--- config.mk ---
export PLATFORM = sky130hd
export DESIGN_NAME = twc_controller
export DESIGN_NICKNAME = d
export VERILOG_FILES = /design/src/rtl/twc_pkg.sv /design/src/rtl/twc_controller.sv
export SDC_FILE = /design/constraint.sdc
export NUM_CORES = 1
export LEC_CHECK = 0
export ABC_AREA = 1
export BUFFER_PORTS_ARGS = -buffer_cell sky130_fd_sc_hd__clkbuf_2
export CAP_MARGIN = 20
export CORE_MARGIN = 2
export CORE_UTILIZATION = 60
export DETAILED_ROUTE_END_ITERATION = 10
export PLACE_DENSITY = 0.8
export SETUP_SLACK_MARGIN = 0.1
export SYNTH_ARGS = -nofsm -noshare
export SYNTH_HDL_FRONTEND = slang
export SYNTH_SLANG_ARGS = --single-unit
--- constraint.sdc ---
create_clock -name i_mclk -period 2.6 [get_ports i_mclk]
set_clock_uncertainty 0.1 [all_clocks]
set_input_delay 0 -clock i_mclk [delete_from_list [all_inputs] [get_ports i_mclk]]
set_output_delay 0 -clock i_mclk [all_outputs]
set_load 0.1 [all_outputs]
--- src/rtl/twc_pkg.sv ---
// Constants, status codes, state encoding and state record of the two-wire controller.
// Assumes a byte-wide register port on the processor data bus and a single clock.
package twc_pkg;

  // ----------------------------------------------------------------
  // Register indices on the processor data bus
  // ----------------------------------------------------------------
  localparam logic [2:0] ADDR_BR = 3'h0;
  localparam logic [2:0] ADDR_CTRL = 3'h1;
  localparam logic [2:0] ADDR_STAT = 3'h2;
  localparam logic [2:0] ADDR_DATA = 3'h3;
  localparam logic [2:0] ADDR_OWN = 3'h4;
  localparam logic [2:0] ADDR_MASK = 3'h5;

  // ----------------------------------------------------------------
  // Control register bit positions
  // ----------------------------------------------------------------
  localparam int CTRL_FLAG = 7;
  localparam int CTRL_ACK = 6;
  localparam int CTRL_STA = 5;
  localparam int CTRL_STO = 4;
  localparam int CTRL_WC = 3;
  localparam int CTRL_EN = 2;
  localparam int CTRL_IE = 0;

  // ----------------------------------------------------------------
  // Reset values and timing
  // ----------------------------------------------------------------
  localparam logic [7:0] BR_RST = 8'h00;
  localparam logic [7:0] DATA_RST = 8'hff;
  localparam logic [7:0] OWN_RST = 8'hfe;
  localparam logic [14:0] HALF_BASE = 15'h0008;
  localparam logic [3:0] ACK_BIT = 4'h8;
  localparam logic [1:0] FIFO_DEPTH = 2'h2;

  // ----------------------------------------------------------------
  // Status codes
  // ----------------------------------------------------------------
  localparam logic [4:0] SC_START = 5'h01;
  localparam logic [4:0] SC_RSTART = 5'h02;
  localparam logic [4:0] SC_SLAW_ACK = 5'h03;
  localparam logic [4:0] SC_SLAW_NACK = 5'h04;
  localparam logic [4:0] SC_MT_ACK = 5'h05;
  localparam logic [4:0] SC_MT_NACK = 5'h06;
  localparam logic [4:0] SC_ARB = 5'h07;
  localparam logic [4:0] SC_SLAR_ACK = 5'h08;
  localparam logic [4:0] SC_SLAR_NACK = 5'h09;
  localparam logic [4:0] SC_MR_ACK = 5'h0a;
  localparam logic [4:0] SC_MR_NACK = 5'h0b;
  localparam logic [4:0] SC_SR_ADDR = 5'h0c;
  localparam logic [4:0] SC_SR_GC = 5'h0d;
  localparam logic [4:0] SC_SR_ACK = 5'h0e;
  localparam logic [4:0] SC_SR_NACK = 5'h0f;
  localparam logic [4:0] SC_SL_STOP = 5'h10;
  localparam logic [4:0] SC_ST_ADDR = 5'h11;
  localparam logic [4:0] SC_ST_ACK = 5'h12;
  localparam logic [4:0] SC_ST_NACK = 5'h13;
  localparam logic [4:0] SC_NOINFO = 5'h1f;

  typedef enum logic [2:0] {
    ST_IDLE, ST_START, ST_LOW, ST_HIGH, ST_HOLD, ST_PRE_LOW, ST_PRE_HIGH, ST_SLAVE
  } twc_st_t;

  typedef struct packed {
    logic [1:0] scl_sy;
    logic [1:0] sda_sy;
    logic scl_d;
    logic sda_d;
    twc_st_t st;
    logic [14:0] cnt;
    logic [3:0] bitn;
    logic [7:0] br;
    logic [1:0] ps;
    logic [7:0] own;
    logic [6:0] mask;
    logic [7:0] data;
    logic flag, ack_en, sta, sto, wc, en, ie;
    logic [4:0] status;
    logic [4:0] pend;
    logic busy, master, addressed, tx, addr_ph, rx_ack, arb, gc, go, stopping, rs;
    logic sda_drv, scl_oe_n, sda_oe_n, irq;
    logic [7:0] rdata;
    logic [7:0] q0;
    logic [7:0] q1;
    logic [1:0] qcnt;
    logic rxv;
  } twc_state_t;

  localparam twc_state_t TWC_RST = '{scl_sy: 2'h3, sda_sy: 2'h3, scl_d: 1'b1, sda_d: 1'b1, st: ST_IDLE,
                                     br: BR_RST, data: DATA_RST, own: OWN_RST, status: SC_NOINFO,
                                     pend: SC_NOINFO, scl_oe_n: 1'b1, sda_oe_n: 1'b1, default: '0};

endpackage : twc_pkg
--- src/rtl/twc_controller.sv ---
// Two-wire serial controller: register file, bit engine, address match and receive buffer.
// Assumes open-drain SCL/SDA pads outside and a CPU register port on the same clock.
//
// Operation
// - Bit-rate divider register sets the master serial clock division factor.
// - Event flag, control bit 7, sets when a job ends and needs software.
// - Interrupt asserts while flag, interrupt enable and global enable are all high.
// - Serial clock held low while the event flag is set and the controller is enabled.
// - Software clears the flag by writing one; no automatic clear.
// - Clearing the flag launches the next operation; finish register accesses first.
// - With ack enable, acknowledge own address, enabled general call, received data.
// - Ack enable low: no acknowledge, no address recognition until set again.
// - Start request makes a START when free, else after the next STOP.
// - Master stop request makes a STOP, then clears itself.
// - Slave stop request: return unaddressed, release both lines.
// - Data write with flag low sets collision; with flag high clears it.
// - Enable hands pins to controller; disable ends any transfer at once.
// - Control bit 1 always reads zero.
// - Status register shows 5-bit status code in bits 7..3 with prescaler.
// - Prescaler field picks 1, 4, 16 or 64; status bit 2 reads zero.
// - Data register writable and stable only while the flag is set.
// - Bus data shifts into data register; arbitration loss loses no data.
// - Own address in bits 7..1 compared against received slave addresses.
// - Address bit 0 enables general call 0x00; a match raises the flag.
// - Set mask bits exclude own-address bits from comparison; mask bit 0 reads zero.
// - Master SCL rate is clock over 16 plus 2 times divider times 4^prescale.
// - Status code loads one cycle after the flag; otherwise no-information code.
`timescale 1ns/100ps
`default_nettype none

module twc_controller
  import twc_pkg::*;
(
  input wire logic i_mclk,
  input wire logic i_resetn,
  input wire logic [2:0] i_reg_addr,
  input wire logic i_reg_wr,
  input wire logic [7:0] i_reg_wdata,
  output logic [7:0] o_reg_rdata,
  input wire logic i_global_irq_en,
  output logic o_irq,
  input wire logic i_scl,
  output logic o_scl,
  output logic o_scl_oe_n,
  input wire logic i_sda,
  output logic o_sda,
  output logic o_sda_oe_n,
  output logic o_rx_valid,
  output logic [7:0] o_rx_data,
  input wire logic i_rx_ready
);

  twc_state_t s;
  twc_state_t n;
  logic ev_set;

  assign o_reg_rdata = s.rdata;
  assign o_irq = s.irq;
  assign o_scl = 1'b0;
  assign o_sda = 1'b0;
  assign o_scl_oe_n = s.scl_oe_n;
  assign o_sda_oe_n = s.sda_oe_n;
  assign o_rx_valid = s.rxv;
  assign o_rx_data = s.q0;

  // ----------------------------------------------------------------
  // Next-state logic
  // ----------------------------------------------------------------
  always_comb begin
    logic [14:0] half;
    logic scl;
    logic sda;
    logic start_det;
    logic stop_det;
    logic scl_rise;
    logic scl_fall;
    logic match;
    logic gcm;
    logic rxop;
    logic push;
    logic scl_pull;
    half = '0;
    scl = 1'b0;
    sda = 1'b0;
    start_det = 1'b0;
    stop_det = 1'b0;
    scl_rise = 1'b0;
    scl_fall = 1'b0;
    match = 1'b0;
    gcm = 1'b0;
    rxop = 1'b0;
    push = 1'b0;
    scl_pull = 1'b0;
    ev_set = 1'b0;
    n = s;
    // Half an SCL period; the full period is 16 + 2*divider*4^prescale.
    half = HALF_BASE + (15'(s.br) << {s.ps, 1'b0});
    n.scl_sy = {s.scl_sy[0], i_scl};
    n.sda_sy = {s.sda_sy[0], i_sda};
    scl = s.scl_sy[1];
    sda = s.sda_sy[1];
    n.scl_d = scl;
    n.sda_d = sda;
    start_det = scl && s.scl_d && s.sda_d && !sda;
    stop_det = scl && s.scl_d && !s.sda_d && sda;
    scl_rise = scl && !s.scl_d;
    scl_fall = !scl && s.scl_d;
    if (start_det) begin
      n.busy = 1'b1;
    end
    if (stop_det) begin
      n.busy = 1'b0;
    end
    if (s.cnt != '0) begin
      n.cnt = s.cnt - 15'h0001;
    end
    if (i_rx_ready && s.qcnt != '0) begin
      n.q0 = s.q1;
      n.qcnt = s.qcnt - 2'h1;
    end

    case (s.st)
      ST_IDLE: begin
        if (s.en && s.sta && !s.flag) begin
          if (!s.busy) begin
            n.st = ST_START;
            n.cnt = half;
            n.sda_drv = 1'b1;
            n.master = 1'b1;
            n.rs = 1'b0;
          end
        end else if (s.en && start_det && s.ack_en) begin
          n.st = ST_SLAVE;
          n.bitn = '0;
          n.addr_ph = 1'b1;
          n.tx = 1'b0;
        end
      end
      ST_START: begin
        if (s.cnt == '0) begin
          n.st = ST_HOLD;
          n.tx = 1'b1;
          n.addr_ph = 1'b1;
          n.pend = s.rs ? SC_RSTART : SC_START;
          ev_set = 1'b1;
        end
      end
      ST_LOW: begin
        if (s.cnt == '0) begin
          n.st = ST_HIGH;
          n.cnt = half;
        end
      end
      ST_HIGH: begin
        if (!scl) begin
          n.cnt = half;
        end else if (s.cnt == '0) begin
          if (s.bitn < ACK_BIT) begin
            n.data = {s.data[6:0], sda};
            if (s.tx && !s.sda_drv && !sda) begin
              // Lost arbitration: keep the shifted byte and continue as a listener.
              n.master = 1'b0;
              n.arb = 1'b1;
              n.sda_drv = 1'b0;
              n.st = ST_SLAVE;
            end else begin
              n.bitn = s.bitn + 4'h1;
              n.st = ST_LOW;
              n.cnt = half;
              if (s.bitn == 4'h7) begin
                n.sda_drv = !s.tx && s.ack_en;
              end else begin
                n.sda_drv = s.tx && !s.data[6];
              end
            end
          end else begin
            n.rx_ack = !sda;
            n.sda_drv = 1'b0;
            n.st = ST_HOLD;
            ev_set = 1'b1;
            if (s.addr_ph) begin
              n.addr_ph = 1'b0;
              n.tx = !s.data[0];
              if (s.data[0]) begin
                n.pend = !sda ? SC_SLAR_ACK : SC_SLAR_NACK;
              end else begin
                n.pend = !sda ? SC_SLAW_ACK : SC_SLAW_NACK;
              end
            end else if (s.tx) begin
              n.pend = !sda ? SC_MT_ACK : SC_MT_NACK;
            end else begin
              n.pend = !sda ? SC_MR_ACK : SC_MR_NACK;
              push = 1'b1;
            end
          end
        end
      end
      ST_HOLD: begin
        rxop = !s.sta && !s.sto && !s.tx && !s.addr_ph && (s.master || s.addressed);
        // A receive waits here, clock held low, until the buffer has room.
        if (s.go && !s.flag && !(rxop && s.qcnt == FIFO_DEPTH)) begin
          n.go = 1'b0;
          n.bitn = '0;
          n.cnt = half;
          if (s.sta && s.master) begin
            n.st = ST_PRE_LOW;
            n.stopping = 1'b0;
          end else if (s.sta) begin
            n.addressed = 1'b0;
            n.st = ST_IDLE;
          end else if (s.sto && s.master) begin
            n.st = ST_PRE_LOW;
            n.stopping = 1'b1;
          end else if (s.sto) begin
            n.addressed = 1'b0;
            n.sda_drv = 1'b0;
            n.sto = 1'b0;
            n.st = ST_IDLE;
          end else if (s.master || s.addressed) begin
            n.st = s.master ? ST_LOW : ST_SLAVE;
            n.sda_drv = s.tx && !s.data[7];
          end else begin
            n.st = ST_IDLE;
          end
        end
      end
      ST_PRE_LOW: begin
        n.sda_drv = s.stopping;
        if (s.cnt == '0) begin
          n.st = ST_PRE_HIGH;
          n.cnt = half;
        end
      end
      ST_PRE_HIGH: begin
        if (!scl) begin
          n.cnt = half;
        end else if (s.cnt == '0) begin
          n.cnt = half;
          if (s.stopping) begin
            n.sda_drv = 1'b0;
            n.master = 1'b0;
            n.sto = 1'b0;
            n.st = ST_IDLE;
          end else begin
            n.sda_drv = 1'b1;
            n.rs = 1'b1;
            n.st = ST_START;
          end
        end
      end
      ST_SLAVE: begin
        if (stop_det) begin
          n.sda_drv = 1'b0;
          n.addressed = 1'b0;
          n.arb = 1'b0;
          n.st = ST_IDLE;
          if (s.addressed && !s.addr_ph) begin
            n.st = ST_HOLD;
            n.pend = SC_SL_STOP;
            ev_set = 1'b1;
          end
        end else if (start_det) begin
          n.bitn = '0;
          n.addr_ph = 1'b1;
          n.addressed = 1'b0;
          n.tx = 1'b0;
          n.sda_drv = 1'b0;
        end else if (scl_rise) begin
          if (s.bitn < ACK_BIT) begin
            n.data = {s.data[6:0], sda};
          end else begin
            n.rx_ack = !sda;
          end
        end else if (scl_fall) begin
          if (s.bitn < 4'h7) begin
            n.bitn = s.bitn + 4'h1;
            n.sda_drv = s.tx && !s.data[7];
          end else if (s.bitn == 4'h7) begin
            n.bitn = ACK_BIT;
            n.sda_drv = 1'b0;
            if (s.addr_ph) begin
              match = ((s.data[7:1] ^ s.own[7:1]) & ~s.mask) == 7'h00;
              gcm = s.data[7:1] == 7'h00 && s.own[0];
              if ((match || gcm) && s.ack_en) begin
                n.addressed = 1'b1;
                n.gc = gcm;
                n.tx = s.data[0] && !gcm;
                n.sda_drv = 1'b1;
              end else if (!s.arb) begin
                n.st = ST_IDLE;
              end
            end else if (!s.tx) begin
              n.sda_drv = s.ack_en;
            end
          end else begin
            n.bitn = '0;
            n.sda_drv = 1'b0;
            n.addr_ph = 1'b0;
            n.arb = 1'b0;
            if (s.addressed || s.arb) begin
              n.st = ST_HOLD;
              ev_set = 1'b1;
              if (s.addr_ph && s.addressed) begin
                n.pend = s.gc ? SC_SR_GC : (s.tx ? SC_ST_ADDR : SC_SR_ADDR);
              end else if (!s.addressed) begin
                n.pend = SC_ARB;
              end else if (s.tx) begin
                n.pend = s.rx_ack ? SC_ST_ACK : SC_ST_NACK;
                n.addressed = s.rx_ack;
              end else begin
                n.pend = s.ack_en ? SC_SR_ACK : SC_SR_NACK;
                n.addressed = s.ack_en;
                push = 1'b1;
              end
            end else begin
              n.st = ST_IDLE;
            end
          end
        end
      end
      default: begin
        n.st = ST_IDLE;
      end
    endcase

    if (push) begin
      if (n.qcnt == '0) begin
        n.q0 = s.data;
      end else begin
        n.q1 = s.data;
      end
      n.qcnt = n.qcnt + 2'h1;
    end

    // Register writes come after the engine so a software set of stop wins over its clear.
    if (i_reg_wr) begin
      case (i_reg_addr)
        ADDR_BR: n.br = i_reg_wdata;
        ADDR_CTRL: begin
          n.ack_en = i_reg_wdata[CTRL_ACK];
          n.sta = i_reg_wdata[CTRL_STA];
          n.sto = i_reg_wdata[CTRL_STO];
          n.en = i_reg_wdata[CTRL_EN];
          n.ie = i_reg_wdata[CTRL_IE];
          if (i_reg_wdata[CTRL_FLAG] && s.flag) begin
            n.flag = 1'b0;
            n.go = 1'b1;
          end
        end
        ADDR_STAT: n.ps = i_reg_wdata[1:0];
        ADDR_DATA: begin
          if (s.flag) begin
            n.data = i_reg_wdata;
            n.wc = 1'b0;
          end else begin
            n.wc = 1'b1;
          end
        end
        ADDR_OWN: n.own = i_reg_wdata;
        ADDR_MASK: n.mask = i_reg_wdata[7:1];
        default: begin
        end
      endcase
    end

    if (!n.en) begin
      n.st = ST_IDLE;
      n.master = 1'b0;
      n.addressed = 1'b0;
      n.sda_drv = 1'b0;
      n.go = 1'b0;
      n.arb = 1'b0;
      n.addr_ph = 1'b0;
    end
    if (ev_set) begin
      n.flag = 1'b1;
    end

    n.status = s.flag ? s.pend : SC_NOINFO;
    scl_pull = n.flag || n.st == ST_LOW || n.st == ST_PRE_LOW || (n.st == ST_HOLD && (n.master || n.addressed));
    n.scl_oe_n = !(n.en && scl_pull);
    n.sda_oe_n = !(n.en && n.sda_drv);
    n.irq = n.flag && n.ie && i_global_irq_en;
    n.rxv = n.qcnt != '0;

    case (i_reg_addr)
      ADDR_BR: n.rdata = s.br;
      ADDR_CTRL: n.rdata = {s.flag, s.ack_en, s.sta, s.sto, s.wc, s.en, 1'b0, s.ie};
      ADDR_STAT: n.rdata = {s.status, 1'b0, s.ps};
      ADDR_DATA: n.rdata = s.data;
      ADDR_OWN: n.rdata = s.own;
      ADDR_MASK: n.rdata = {s.mask, 1'b0};
      default: n.rdata = 8'h00;
    endcase
  end

  // ----------------------------------------------------------------
  // State register
  // ----------------------------------------------------------------
  always_ff @(posedge i_mclk) begin
    if (!i_resetn) begin
      s <= TWC_RST;
    end else begin
      s <= n;
    end
  end
endmodule : twc_controller

`default_nettype wire

==> impl_metrics.toml <==
[drt]
drt-wirelength-per-cell_um = 17.2
routed.top_layer = "met4"
vias_per_cell = 5.86
route.detailed.drc = 0
wl_um = 21600
wl_met1_um = 9180
dr.first_iter.drc_count = 776
route.met2.wl_um = 9650
drtPass1Iterations = 6
antenna_left = 0
via_count = 7382
wl_met3_um = 2120

[yosys]
synthCells = 1054
ys_ff_latch = 120
yosys_warnings = 0
postSynthAreaPerCell_um2 = 6.72
syn_area_mm2 = 0.00709
synthFlopType = "dfxtp_1"
netlist.area_leader.share_pct = 33.9
yosysTopAreaCell = "dfxtp_1"
post_synth_num_cell_types = 53
async_reset_ff_share_pct = 0
seq_area_frac_synth_pct = 33.9
synthTopCellsByArea = "dfxtp_1 (34%), nand2_1 (11%), inv_1 (7.2%), nor2_1 (6.4%), o21ai_0 (5.9%)"
synth_edf_count = 0

[worst_hold_path]
hold_end = "o_reg_rdata[2]"
min_from = "i_reg_addr[2]"
hp-class = "in -> reg"
hold_path_depth = 4

[cts]
cts_tree = "done"
clockBufferDepth = 2
cts-root-buf = "clkbuf_16"
cts.clk_slew.worst_paths_ns = 0.05
clk_latency_ns = 0.42
numCtsBuffers = 17
htree_levels = 4
clock-sinks = 120

[floorplanning]
die-height_um = 113
design.core.area_mm2 = 0.0115
die_w_um = 113
start_util_pct = 61.8
io_pins = 40
rows = 39
die_area_mm2 = 0.0127

[timing]
hold_violations = 0
fmax_mhz = 413
final.min_clock_period_ns = 2.42
setup-tns-final_ns = 0
setup_viol = 0
slew_violations = 0
tightest_slew_ns = 0.951
relSlewSlack_pct = 35.0
rsz0062_at_grt = "true"
fin_crit_sh_pct = 93.1

[worst_setup_path]
reg2regPathDepth = 12
required_ns = 2.84
worstSetupPathType = "reg -> reg"
rr_startpoint = "s[111]"
endpoint_kind = "flip-flop"
r2r-end = "s[9]"
regToRegSetupSlack_ns = 0.18
cp_max_fo = 8
cp.arrival_ns = 2.66
critPathLaunchType = "flip-flop"

[power_and_ir_drop]
p_clk_share_pct = 39.5
p_int_mw = 3.93
p_sw_mw = 1.83
total_leakage_power_nw = 3.63
power_density_mw_per_mm2 = 709
ir_drop_mv = 0.856
combinationalPowerShare_pct = 24.2
pwr-share-seq_pct = 36.4
p_sw_share_pct = 31.8

[cells_and_area]
final_nets = 1132
diodes = 0
layoutNonFillerInstCount = 1259
area_growth_pct = 14.9
stdcell_area_mm2 = 0.00814
layout-drive-gt1-share_pct = 15.8

[global_route]
grt_max_degree = 55
grt_pass1_wl_um = 35000
grt_antenna_before_repair = 0
grt_pass1_vias = 6945
grt_usage_pct = 34.8
gr-total-overflow = 0

[run_status]
status = "completed"

[placement]
hpwl_um = 15700
io_buffers = 37
post_dp_cell_area_mm2 = 0.00730
globalplace.congestion = 0.973
dp_cells = 1208

[job]
maxCapViolations = 0
[state kept, by name, summed over array words and instances (netlist names)]
| register | cells |
|---|---|
| o_irq | 1 |
| o_sda_oe_n | 1 |
| s | 96 |
| o_reg_rdata | 8 |
| n | 4 |
| o_rx_valid | 1 |
| o_rx_data | 8 |
| o_scl_oe_n | 1 |
[worst max path at each step]
stage                      start    endpoint  slack [ns]  depth (start not counted)
after CTS                 s[112]  o_scl_oe_n        0.14                         12
after floorplan            s[82]      s[107]        0.55                         15
after global placement     s[96]  o_scl_oe_n        0.23                         14
after global routing      s[111]  o_scl_oe_n        0.03                         12
final                     s[111]        s[9]        0.18                         12
after detailed placement   s[96]  o_scl_oe_n        0.21                         14
[cells in the final DEF (no fill, tap or decap), drive strengths merged, types with 8 or more instances in the layout]
master	instances
nor3	24
o21ai	100
nand4	9
or2	13
clkbuf	59
o22ai	19
ha	9
a211oi	31
dfxtp	120
a21oi	66
inv	151
nand2	205
o211ai	11
nor2	137
buf	30
nor4	8
nand3	61
dlygate4sd3	13
[cell families (layout without fill, tap and decap cells)]
kind of cell | count (synthesis) | after routing | synth area share, %
compound gates | 250 | 250 | 21.0
fa+ha+maj | 9 | 9 | 1.59
mux | 3 | 3 | 0.477
xor+xnor | 11 | 11 | 1.36
flops | 120 | 120 | 33.9
other cells | 1 | 2 | 0.0529
buf+inv | 202 | 262 | 12.6
simple gates | 458 | 459 | 29.0
[synth_stat cells (7+ instances only)]
cell / count
nand2_1: 200
inv_1: 135
nor2_1: 121
dfxtp_1: 120
o21ai_0: 84
a21oi_1: 66
nand3_1: 60
a211oi_1: 29
buf_4: 21
nor3_1: 21
clkbuf_1: 18
o22ai_1: 18
inv_2: 16
o211ai_1: 11
o21ai_1: 11
or2_2: 11
ha_1: 9
nand4_1: 9
nor2_2: 8
a31oi_1: 7
nor4_1: 7
xor2_1: 7
[layer usage]
metal / GRT usage, % / vias to the layer above
li1: - / 3583
met1: 45.7 / 3335
met2: 54.0 / 406
met3: 9.88 / 58
met4: 14.0 / 0
met5: 0 / -
[power groups by stage]
stage / sequential, mW / combinational, mW / clock, mW
after CTS: 2.09 / 1.28 / 2.29
after global routing: 2.11 / 1.54 / 2.38
after detailed placement: 2.13 / 1.24 / 0
after global placement: 2.12 / 1.22 / 0
after floorplan: 2.09 / 0.987 / 0
final: 2.10 / 1.39 / 2.28
[area by class of cell]
cell class | instances | area (um2)
multi-input cells | 734 | 3860
well taps | 143 | 179
flip-flops and latches | 120 | 2410
clock buffers | 22 | 474
inverters | 152 | 571
repair buffers | 80 | 553
fillers | 1009 | 3330
clock inverters | 8 | 97.6
[metrics by stage]
step	hold WS, ns	setup slack, ns	power, mW	utilization, %
final	0.0573	0.179	5.77	71.0
after CTS	0.0298	0.143	5.66	69.8
after detailed placement	0.0927	0.206	3.37	63.7
after global routing	0.0922	0.0261	6.02	71.0
after global placement	0.0879	0.227	3.34	63.7
after floorplan	0.00658	0.553	3.08	-
[worst max-delay path: stages, from the launching register on]
cell and delay, ns:
dfxtp_1 0.45, nand2_4 0.12, inv_2 0.13, nand2_1 0.25
nor2_1 0.25, nand3_1 0.12, o41ai_2 0.11, inv_2 0.16
buf_12 0.17, nor2_8 0.15, buf_4 0.16, nor2_1 0.05
a211oi_2 0.12
[what timing repair did]
| item | CTS | global route |
|---|---|---|
| hold endpoints to repair | 47 | 0 |
| hold buffers | 13 | 0 |
| setup endpoints to repair | 0 | 40 |
| setup buffers | 0 | 7 |
| resized for setup | 0 | 19 |
Note: power is estimated with default switching activity, not from simulation.
